<file path="src/hdl/tms_pkg.sv">
// Constants, types and helpers of the two-wire management slave
// Functional notes
// [RULE1] Sample SDA on SCL rise; change driven SDA after SCL fall.
// [RULE2] Module may hold SCL low; host waits while it is low.
// [RULE3] SDA is only pulled low or released, never driven high.
// [RULE4] Module is only a slave; host generates SCL and starts transfers.
// [RULE5] Respond only to the fixed device address A0h.
// [RULE6] Acknowledge the address only when it matches and select is low.
// [RULE7] SDA changing while SCL high is a START or STOP.
// [RULE8] START is SDA falling with SCL high; address reception follows.
// [RULE9] STOP is SDA rising with SCL high; module returns to idle.
// [RULE10] All words are eight bits, most significant bit first.
// [RULE11] Transmitter releases SDA for the ack bit; receiver pulls low.
// [RULE12] Acknowledge each matched address byte and every write data byte.
// [RULE13] Host acks each read byte but the last, then sends STOP.
// [RULE14] Bus recovery: clocks with SDA high then START reset the interface.
// [RULE15] Recovery resets only the serial interface logic.
// [RULE16] Every operation starts with an address byte right after START.
// [RULE17] Address LSB one means read, zero means write.
// [RULE18] Transmit disable acts within 100 ms; release within 400 ms.
// [RULE19] Receive output disable set or cleared acts within 100 ms.
// [RULE20] Squelch disable change acts on both paths within 100 ms.
// [RULE21] Latency counts from SCL fall following the write's STOP.
// [RULE22] Receive squelch follows receive signal loss within 80 us.
// [RULE23] Transmit squelch follows transmit signal loss within 400 ms.
// [RULE24] Byte counter increments per word, wraps inside its 128-byte page.
// [RULE25] Repeated START after address write leaves counter unincremented.
// [RULE26] Read keeps sending words while host acks; stops on NACK.
// [RULE27] Mismatch or deselected: SDA released, ignored until next START.
// [RULE28] Edge and condition detection use filtered synchronised SCL, SDA.
package tms_pkg;
   localparam logic [7:0] DEV_ADDR    = 8'ha0;
   localparam int         MEM_DEPTH   = 256;
   localparam int         PAGE_BITS   = 7;
   localparam logic [3:0] BITS_WORD   = 4'h8;
   localparam logic [7:0] CTRL_TXDIS  = 8'h56;
   localparam logic [7:0] CTRL_RXDIS  = 8'h57;
   localparam logic [7:0] CTRL_SQDIS  = 8'h58;
   localparam logic [7:0] CNT_RESET   = 8'h00;
   localparam int         FILT_LEN    = 3;

   typedef enum logic [6:0] {
      st_idle  = 7'h01,
      st_dev   = 7'h02,
      st_dack  = 7'h04,
      st_wbyte = 7'h08,
      st_wack  = 7'h10,
      st_rbyte = 7'h20,
      st_rack  = 7'h40
   } tms_state_t;

   // Increment that stays inside the current page
   function automatic logic [7:0] next_addr(input logic [7:0] a);
      next_addr = {a[7:PAGE_BITS], a[PAGE_BITS-1:0] + 7'h01};
   endfunction
endpackage

</file>
<file path="src/hdl/tms_mem_if.sv">
// Carrier between the serial engine and its byte memory
`timescale 1ns/1ps
interface tms_mem_if;
   logic       we;
   logic [7:0] addr;
   logic [7:0] wdata;
   logic [7:0] rdata;
   modport m (output we, output addr, output wdata, input rdata);
   modport s (input we, input addr, input wdata, output rdata);
endinterface

</file>
<file path="src/hdl/tms_mem.sv">
// Byte memory behind the management interface, registered read
`timescale 1ns/1ps
module tms_mem #(
   parameter int DEPTH = tms_pkg::MEM_DEPTH // Bytes held
) (
   input wire logic clk,  // System clock
   tms_mem_if.s     mif   // Engine side
);
   logic [7:0] mem [DEPTH];

   always_ff @(posedge clk) begin
      if (mif.we) begin
         mem[mif.addr] <= mif.wdata;
      end
      mif.rdata <= mem[mif.addr];
   end
endmodule

</file>
<file path="src/hdl/tms_top.sv">
// Two-wire management slave: framing, addressing, counter, controls
`timescale 1ns/1ps
module tms_top #(
   parameter int LANES = 4 // Transceiver lanes
) (
   input  wire logic             clk,             // 25 MHz clock
   input  wire logic             rstn,            // Sync reset, low
   input  wire logic             scl_in,          // SCL pin level
   output logic                  scl_out,         // SCL pull value
   output logic                  scl_oe_n,        // Low: hold SCL low
   input  wire logic             sda_in,          // SDA pin level
   output logic                  sda_out,         // SDA pull value
   output logic                  sda_oe_n,        // Low: pull SDA low
   input  wire logic             module_select_n, // Select pin, low
   input  wire logic             stretch_req,     // Ask to stretch
   input  wire logic [LANES-1:0] rx_los,          // Rx signal lost
   input  wire logic [LANES-1:0] tx_los,          // Tx signal lost
   output logic      [LANES-1:0] tx_disable,      // Transmitter off
   output logic      [LANES-1:0] rx_out_disable,  // Rx output off
   output logic      [LANES-1:0] squelch_disable, // Auto squelch off
   output logic      [LANES-1:0] rx_squelch,      // Rx output squelched
   output logic      [LANES-1:0] tx_squelch       // Tx output squelched
);
   localparam int FL = tms_pkg::FILT_LEN;

   logic             scl_s1, scl_s2, sda_s1, sda_s2, sel_s1, sel_n;
   logic [LANES-1:0] rlos_s1, rlos, tlos_s1, tlos;
   logic [FL-1:0]    scl_h, sda_h;
   logic             scl_f, sda_f, scl_p, sda_p;
   tms_pkg::tms_state_t state, next_state;
   logic [3:0]       bitcnt, next_bitcnt;
   logic [7:0]       shreg, next_shreg;
   logic [7:0]       addr_cnt, next_cnt;
   logic             first, next_first;
   logic             drv, next_drv;
   logic             mem_we;
   logic             ctrl_wr, arm;
   logic [LANES-1:0] pend_tx, pend_rx, pend_sq;

   tms_mem_if mif ();

   tms_mem #(
      .DEPTH (tms_pkg::MEM_DEPTH)
   ) u_mem (
      .clk (clk),
      .mif (mif)
   );

   // Pins come from the host's domain
   always_ff @(posedge clk) begin
      scl_s1  <= scl_in;
      scl_s2  <= scl_s1;
      sda_s1  <= sda_in;
      sda_s2  <= sda_s1;
      sel_s1  <= module_select_n;
      sel_n   <= sel_s1;
      rlos_s1 <= rx_los;
      rlos    <= rlos_s1;
      tlos_s1 <= tx_los;
      tlos    <= tlos_s1;
   end

   // Level accepted only after FL equal samples, spikes are dropped
   always_ff @(posedge clk) begin
      if (!rstn) begin
         scl_h <= '1;
         sda_h <= '1;
         scl_f <= 1'b1;
         sda_f <= 1'b1;
         scl_p <= 1'b1;
         sda_p <= 1'b1;
      end else begin
         scl_h <= {scl_h[FL-2:0], scl_s2};
         sda_h <= {sda_h[FL-2:0], sda_s2};
         if (&scl_h || ~|scl_h) begin
            scl_f <= scl_h[FL-1]; // RULE28
         end
         if (&sda_h || ~|sda_h) begin
            sda_f <= sda_h[FL-1]; // RULE28
         end
         scl_p <= scl_f;
         sda_p <= sda_f;
      end
   end

   wire scl_rise = scl_f & ~scl_p;
   wire scl_fall = ~scl_f & scl_p;
   wire start_c  = scl_f & scl_p & sda_p & ~sda_f; // RULE7 RULE8
   wire stop_c   = scl_f & scl_p & ~sda_p & sda_f; // RULE7 RULE9
   wire word_end = scl_fall && (bitcnt == tms_pkg::BITS_WORD);
   wire addr_hit = (shreg[7:1] == tms_pkg::DEV_ADDR[7:1]) && !sel_n; // RULE5
   wire is_read  = shreg[0];
   wire host_ack = ~sda_f;
   wire ctrl_hit = (addr_cnt == tms_pkg::CTRL_TXDIS)
                || (addr_cnt == tms_pkg::CTRL_RXDIS)
                || (addr_cnt == tms_pkg::CTRL_SQDIS);

   assign mif.we    = mem_we;
   assign mif.addr  = addr_cnt;
   assign mif.wdata = shreg;

   always_comb begin
      next_state  = state;
      next_bitcnt = bitcnt;
      next_shreg  = shreg;
      next_cnt    = addr_cnt;
      next_first  = first;
      next_drv    = drv;
      mem_we      = 1'b0;
      if (start_c) begin
         // Also ends any hung transfer: bus recovery
         next_state  = tms_pkg::st_dev; // RULE8 RULE14 RULE16
         next_bitcnt = 4'h0;
         next_drv    = 1'b0; // RULE14
      end else if (stop_c) begin
         next_state = tms_pkg::st_idle; // RULE9
         next_drv   = 1'b0;
      end else begin
         unique case (state)
            tms_pkg::st_idle: begin
               next_drv = 1'b0; // RULE27
            end
            tms_pkg::st_dev, tms_pkg::st_wbyte: begin
               if (scl_rise) begin
                  next_shreg  = {shreg[6:0], sda_f}; // RULE1 RULE10
                  next_bitcnt = bitcnt + 4'h1;
               end else if (word_end) begin
                  if (state == tms_pkg::st_dev) begin
                     if (addr_hit) begin
                        next_drv   = 1'b1; // RULE6 RULE12
                        next_state = tms_pkg::st_dack;
                     end else begin
                        next_state = tms_pkg::st_idle; // RULE27
                     end
                  end else begin
                     next_drv   = 1'b1; // RULE11 RULE12
                     next_state = tms_pkg::st_wack;
                     if (first) begin
                        // Address load only, no increment
                        next_cnt = shreg; // RULE25
                     end else begin
                        mem_we   = 1'b1;
                        next_cnt = tms_pkg::next_addr(addr_cnt); // RULE24
                     end
                  end
               end
            end
            tms_pkg::st_dack: begin
               if (scl_fall) begin
                  next_bitcnt = 4'h0;
                  if (is_read) begin
                     next_state = tms_pkg::st_rbyte; // RULE17
                     next_shreg = mif.rdata;
                     next_drv   = ~mif.rdata[7];
                  end else begin
                     next_state = tms_pkg::st_wbyte; // RULE17
                     next_first = 1'b1;
                     next_drv   = 1'b0;
                  end
               end
            end
            tms_pkg::st_wack: begin
               if (scl_fall) begin
                  next_state  = tms_pkg::st_wbyte;
                  next_bitcnt = 4'h0;
                  next_first  = 1'b0;
                  next_drv    = 1'b0;
               end
            end
            tms_pkg::st_rbyte: begin
               if (scl_fall) begin
                  next_bitcnt = bitcnt + 4'h1;
                  if (bitcnt == 4'h7) begin
                     next_drv   = 1'b0; // RULE11
                     next_state = tms_pkg::st_rack;
                     next_cnt   = tms_pkg::next_addr(addr_cnt); // RULE24
                  end else begin
                     next_shreg = {shreg[6:0], 1'b0};
                     next_drv   = ~shreg[6]; // RULE1 RULE3
                  end
               end
            end
            tms_pkg::st_rack: begin
               if (scl_fall) begin
                  next_bitcnt = 4'h0;
                  if (host_ack) begin
                     next_state = tms_pkg::st_rbyte; // RULE26
                     next_shreg = mif.rdata;
                     next_drv   = ~mif.rdata[7];
                  end else begin
                     next_state = tms_pkg::st_idle; // RULE13 RULE26
                     next_drv   = 1'b0;
                  end
               end
            end
         endcase
      end
   end

   // Serial state; recovery touches nothing outside this group
   always_ff @(posedge clk) begin
      if (!rstn) begin
         state    <= tms_pkg::st_idle;
         bitcnt   <= 4'h0;
         shreg    <= 8'h00;
         first    <= 1'b0;
         drv      <= 1'b0;
         addr_cnt <= tms_pkg::CNT_RESET;
      end else begin
         state    <= next_state; // RULE4 RULE15
         bitcnt   <= next_bitcnt;
         shreg    <= next_shreg;
         first    <= next_first;
         drv      <= next_drv;
         addr_cnt <= next_cnt;
      end
   end

   // Only ever pulls low; the pull-up sets the high level
   always_ff @(posedge clk) begin
      if (!rstn) begin
         sda_out  <= 1'b0;
         sda_oe_n <= 1'b1;
         scl_out  <= 1'b0;
         scl_oe_n <= 1'b1;
      end else begin
         sda_out  <= 1'b0; // RULE3
         sda_oe_n <= ~next_drv; // RULE3
         scl_out  <= 1'b0;
         // Stretch starts only while filtered SCL is low, which trails the pin level by several cycles
         scl_oe_n <= ~(stretch_req && (!scl_f || !scl_oe_n)); // RULE2
      end
   end

   // Control bytes take effect at the SCL fall after the STOP
   always_ff @(posedge clk) begin
      if (!rstn) begin
         ctrl_wr         <= 1'b0;
         arm             <= 1'b0;
         pend_tx         <= '0;
         pend_rx         <= '0;
         pend_sq         <= '0;
         tx_disable      <= '0;
         rx_out_disable  <= '0;
         squelch_disable <= '0;
      end else begin
         if (mem_we && ctrl_hit) begin
            ctrl_wr <= 1'b1;
         end else if (stop_c) begin
            ctrl_wr <= 1'b0;
         end
         if (mem_we && addr_cnt == tms_pkg::CTRL_TXDIS) begin
            pend_tx <= shreg[LANES-1:0];
         end
         if (mem_we && addr_cnt == tms_pkg::CTRL_RXDIS) begin
            pend_rx <= shreg[LANES-1:0];
         end
         if (mem_we && addr_cnt == tms_pkg::CTRL_SQDIS) begin
            pend_sq <= shreg[LANES-1:0];
         end
         if (stop_c && ctrl_wr) begin
            arm <= 1'b1;
         end else if (scl_fall) begin
            arm <= 1'b0;
         end
         if (arm && scl_fall) begin
            tx_disable      <= pend_tx; // RULE18 RULE21
            rx_out_disable  <= pend_rx; // RULE19 RULE21
            squelch_disable <= pend_sq; // RULE20 RULE21
         end
      end
   end

   // Squelch follows loss in a few cycles, far inside the limits
   always_ff @(posedge clk) begin
      if (!rstn) begin
         rx_squelch <= '0;
         tx_squelch <= '0;
      end else begin
         rx_squelch <= rlos & ~squelch_disable; // RULE22 RULE20
         tx_squelch <= tlos & ~squelch_disable; // RULE23 RULE20
      end
   end
endmodule

</file>
<file path="config.mk">
export PLATFORM = sky130hd
export DESIGN_NAME = tms_top
export DESIGN_NICKNAME = d
export VERILOG_FILES = /design/src/hdl/tms_pkg.sv /design/src/hdl/tms_mem_if.sv /design/src/hdl/tms_mem.sv /design/src/hdl/tms_top.sv
export SDC_FILE = /design/constraint.sdc
export NUM_CORES = 2
export LEC_CHECK = 0
export BUFFER_PORTS_ARGS = -buffer_cell sky130_fd_sc_hd__buf_2
export CORE_MARGIN = 3
export CORE_UTILIZATION = 34
export DETAILED_ROUTE_END_ITERATION = 10
export PLACE_DENSITY = 0.47
export SKIP_LAST_GASP = 1
export SYNTH_ARGS = -nofsm -noshare
export SYNTH_HDL_FRONTEND = slang
export SYNTH_SLANG_ARGS = --single-unit
</file>
<file path="constraint.sdc">
create_clock -name clk -period 6.4 [get_ports clk]
set_input_delay 0.64 -clock clk [delete_from_list [all_inputs] [get_ports clk]]
set_output_delay 0.64 -clock clk [all_outputs]
set_load 0.05 [all_outputs]
</file>
==> results.txt <==
The flow ran to the end, and the final reports show no timing, DRC or antenna violations. The area fraction in and, or, nand and nor cells after synthesis is 3.01%. For the pin with the worst max-slew slack, the measured transition is 1220 ps. VDD sags by at most 0.280 mV. The HPWL after detailed placement is 126 mm. Headroom to the max-slew limit came out at 18.4%. The end of the worst register-to-register path is u_mem.mem[252][5]. The first-pass GRT wire length was 319 mm. The longest individual stage delay on the worst path is 840 ps.

The cell at the root of the clock tree was clkbuf_16. The die covers 0.248 mm2. Measured against the total synthesized area, the mux share comes to 14.0%. The synthesized netlist devotes 4.18% of its cell area to compound gates. Global routing finished with a remaining overflow of 0. Counting flops with a built-in enable in the synthesized netlist gives 2,048. In the global route stage, overall resource usage came out at 17.8%. The run gives 0 as the max-slew violation count. In this run the deepest clock path goes through 3 buffers.

The final routed DRC violation total is 0. The run gives 0 as the number of max-capacitance violations reported. The detailed router placed 40,193 vias in this run.

The number of cell rows was 180. The fraction of power consumed by sequential logic is 54.0%. The number of global-route vias before repair came out at 41,564. The ratio of cells with drive above 1 in the final layout was 23.6%; the first-pass iteration count of the detailed router was 7. Final antenna-violating net count: 0. The core box area was 0.241 mm2.

Between clock sinks in the finished design, the worst skew comes to 34.2 ps. The clock slew at the register clock pins of the worst setup and hold paths was 60 ps; the reg-to-reg setup timing slack was 1880 ps. The detailed router used layers up to and including met5. Following the worst setup path forward leads to its endpoint at u_mem.mem[252][5].

The core utilization of the finished layout is 39.0%, and the part of the power in the clock network is 45.9%. Ranked by total cell area, the synthesized netlist is headed by edfxtp_1, mux4_2, dfxtp_1. The H-tree was split into 4 levels. Setup violations remaining at the end of the flow were counted as 0. Cell accounting for the most synthesized area: edfxtp_1. In the final routed layout, each cell accounts on average for 29.7 um.

The tools report the initial core utilization as 34.2%. Summed over its instances, the top area cell type makes up 74.7% of the synthesized netlist area. Entering global routing, the biggest net connects 164 pins. The cell area that synthesis handed to floorplanning was 0.0824 mm2. The overall die width came out at 498 um. The number of warnings reported in the yosys synthesis log came out at 0.

TritonCTS built the clock tree. The logs give 106 mm for the wire length on met2 and 223 mm for the total wire length. The switching power share of the total is 19.8%, and the switching power of the nets is 0.00556 W.

The number of antenna violations at the first check in global routing came out at 13. At the later pin of the worst-skew pair, clock insertion delay measures 870 ps. Setup repair after global routing left no endpoint under its margin. The largest individual stage delay along the critical path comes from the cell nor3_1.

From bottom edge to top edge, the die measures 498 um. Power spread over the standard cell area amounts to 299 mW/mm2. Data arrives at the worst endpoint at 5000 ps.

The tools report the count of nets after finishing as 4,151. The synthesized netlist devotes 0.0911% of its cell area to adder and majority cells. Static timing analysis puts the maximum clock frequency at 221 MHz.

The main flop type after synthesis was edfxtp_1. Kind of critical path: reg -> reg. The path class of the tightest hold or removal check is in -> reg. Counting distinct cell types in the post-synthesis netlist gives 67.

The origin of the worst setup path was state[5]. Ranked by instance count, the synthesized netlist is headed by edfxtp_1, mux4_2, nor2_1. The register bit count reported by yosys is 2,153, and the time the worst path needs with I/O delays and setup is 4520 ps.

The ratio of routed vias to standard cells was 5.35. Kind of start point of the critical path: a flip-flop. The tools report the final weighted congestion in routability-driven placement as 0.797.

For the worst setup path, the data required time is 6880 ps. The number of clock buffers added by TritonCTS is 220. The worst setup path is captured at a flip-flop.

The tools report the launch point of the worst reg-to-reg path as state[5]. Cell internal power was estimated by the tool at 0.0226 W. The number of DRC markers in iteration 0 was 4,338. The cell count after synthesis was 4,021; the power share of the combinational group was 0.1%.

After Yosys synthesis, XOR and XNOR cells account for 0.0425% of the synthesized area. After synthesis, the largest family of logic cells by area is multiplexers. The tools report the count of instances resized after the clock tree is built as 0. Sequential cells were found to cover 77.2% of the synthesized design area. For the number of failing hold endpoints at the final stage, the log shows 0. In the finished design, the share of the clock period the worst path needs comes to 70.6%. The largest fanout on the critical path came out at 18.

The length in cells of the worst reg-to-reg path works out to 6. The post-synthesis average cell area was 20.5 um2; the static leakage was 28.4 nW. During I/O placement, the number of pins put on the boundary was 38. The tools report the sum of negative setup slack as 0 ps. Input and output buffers added on the ports amount to 35.

After detailed routing, the met3 layer carries 12.7 mm of wire. The clock net sink count came out at 2,153. In the post-synthesis netlist, the cell with the most instances is edfxtp_1.

The share of flip-flops with an asynchronous set or reset works out to 0%. Walking the worst path, the cells encountered are or4_4, a2111oi_2, nand3_1, nor3_1, nand2_1, nor2_1. Compared with the post-synthesis result, the final layout area differs by 14.1%. For this block, wires on met1 add up to 98.7 mm.
## logic make-up after synthesis
group,count (synthesis)
mux,514
fa+ha+maj,6
xor+xnor,4
buf+inv,278
other cells,1
simple gates,542
compound gates,523
flops,2153
## placed cells by master (no fill, tap or decap), types with 5 or more instances in the layout
| cell | n |
|---|---|
| nor2_1 | 291 |
| nor3_1 | 18 |
| clkinvlp_4 | 10 |
| nand3_1 | 14 |
| nand2_4 | 7 |
| buf_4 | 78 |
| bufinv_16 | 22 |
| or4_1 | 13 |
| mux4_2 | 512 |
| clkbuf_16 | 222 |
| nand2_2 | 10 |
| dfxtp_1 | 95 |
| nand2b_1 | 12 |
| clkbuf_8 | 6 |
| nand4_1 | 5 |
| nor2b_1 | 8 |
| inv_16 | 5 |
| nor4_1 | 33 |
| buf_2 | 35 |
| nand2_1 | 81 |
| buf_12 | 21 |
| dlygate4sd3_1 | 12 |
| clkbuf_1 | 48 |
| ha_1 | 6 |
| inv_1 | 18 |
| clkinv_1 | 43 |
| a31oi_1 | 13 |
| clkinv_2 | 40 |
| or3_1 | 6 |
| edfxtp_1 | 2048 |
| a21oi_1 | 173 |
| o21ai_0 | 28 |
| nor3b_1 | 11 |
| dfxtp_4 | 10 |
| a22oi_1 | 263 |
| a211oi_1 | 11 |
## cell type report
cell class              count  area, um2
diodes                      3       7.51
clock buffers             279       5830
clock inverters           135       1420
fillers                 21513     147000
inverters                  19       71.3
multi-input cells        1591      17700
flip-flops and latches   2153      63600
well taps                3185       3990
repair buffers            146       1300
## per-stage QoR
| step | area (um2) | cells | hold slack [ps] | total power (W) | setup slack, ps |
|---|---|---|---|---|---|
| 5_1_grt | 94000 | 7510 | 188 | 0.0290 | 1610 |
| 3_5_place_dp | 86600 | 7082 | 312 | 0.0155 | 1780 |
| 6_report | 94000 | 7511 | 228 | 0.0281 | 1880 |
| 3_3_place_gp | 86600 | 7082 | 311 | 0.0155 | 1760 |
| 4_1_cts | 94000 | 7508 | 154 | 0.0284 | 1780 |
| 2_1_floorplan | 82400 | 4022 | 310 | 0.0155 | 1400 |
## sequential cells by signal, summed over array words and instances, names as in the netlist, 3 cells and up
name / cells
u_mem.mem: 2048
addr_cnt: 8
tx_squelch: 4
pend_rx: 4
u_mem.mif.rdata: 8
state: 7
rlos: 4
tlos_s1: 4
rx_out_disable: 4
bitcnt: 4
mif.wdata: 8
tx_disable: 4
rx_squelch: 4
squelch_disable: 4
tlos: 4
scl_h: 3
rlos_s1: 4
pend_tx: 4
sda_h: 3
pend_sq: 4
## power by group through the flow
stage / clock, W / combinational [W] / sequential (W)
floorplan: 0 / 0.0000135 / 0.0155
global placement: 0 / 0.0000337 / 0.0155
detailed placement: 0 / 0.0000339 / 0.0155
CTS: 0.0132 / 0.0000396 / 0.0152
global route: 0.0138 / 0.0000421 / 0.0152
finish: 0.0129 / 0.0000394 / 0.0152
## how the worst min path moves through the flow
stage                           from       end  slack [ps]  cells past startpoint
after floorplan           rlos_s1[0]   rlos[0]         310                      0
after global placement        scl_s1    scl_s2         310                      0
after global routing            rstn  scl_oe_n         190                      2
final                           rstn  scl_oe_n         230                      2
after detailed placement  tlos_s1[3]   tlos[3]         310                      0
after CTS                       rstn  scl_h[0]         150                      2
## critical path, delay by kind of cell, from the launching register on
family | cells | cell delay [ps]
AO/OA/AOI/OAI | 1 | 350
flip-flops | 1 | 500
AND/OR/NAND/NOR | 5 | 3280
## per-layer routing
layer | vias up | track usage (%)
li1 | 16962 | -
met1 | 21583 | 25.4
met2 | 1313 | 28.1
met3 | 333 | 3.19
met4 | 2 | 5.21
met5 | - | 0
## what timing repair did
action	in CTS	in global routing
endpoints found under the setup margin	0	0
hold endpoints to repair	12	0
hold buffers	12	0
buffers inserted	0	0
Note: power is estimated with default switching activity, not from simulation.
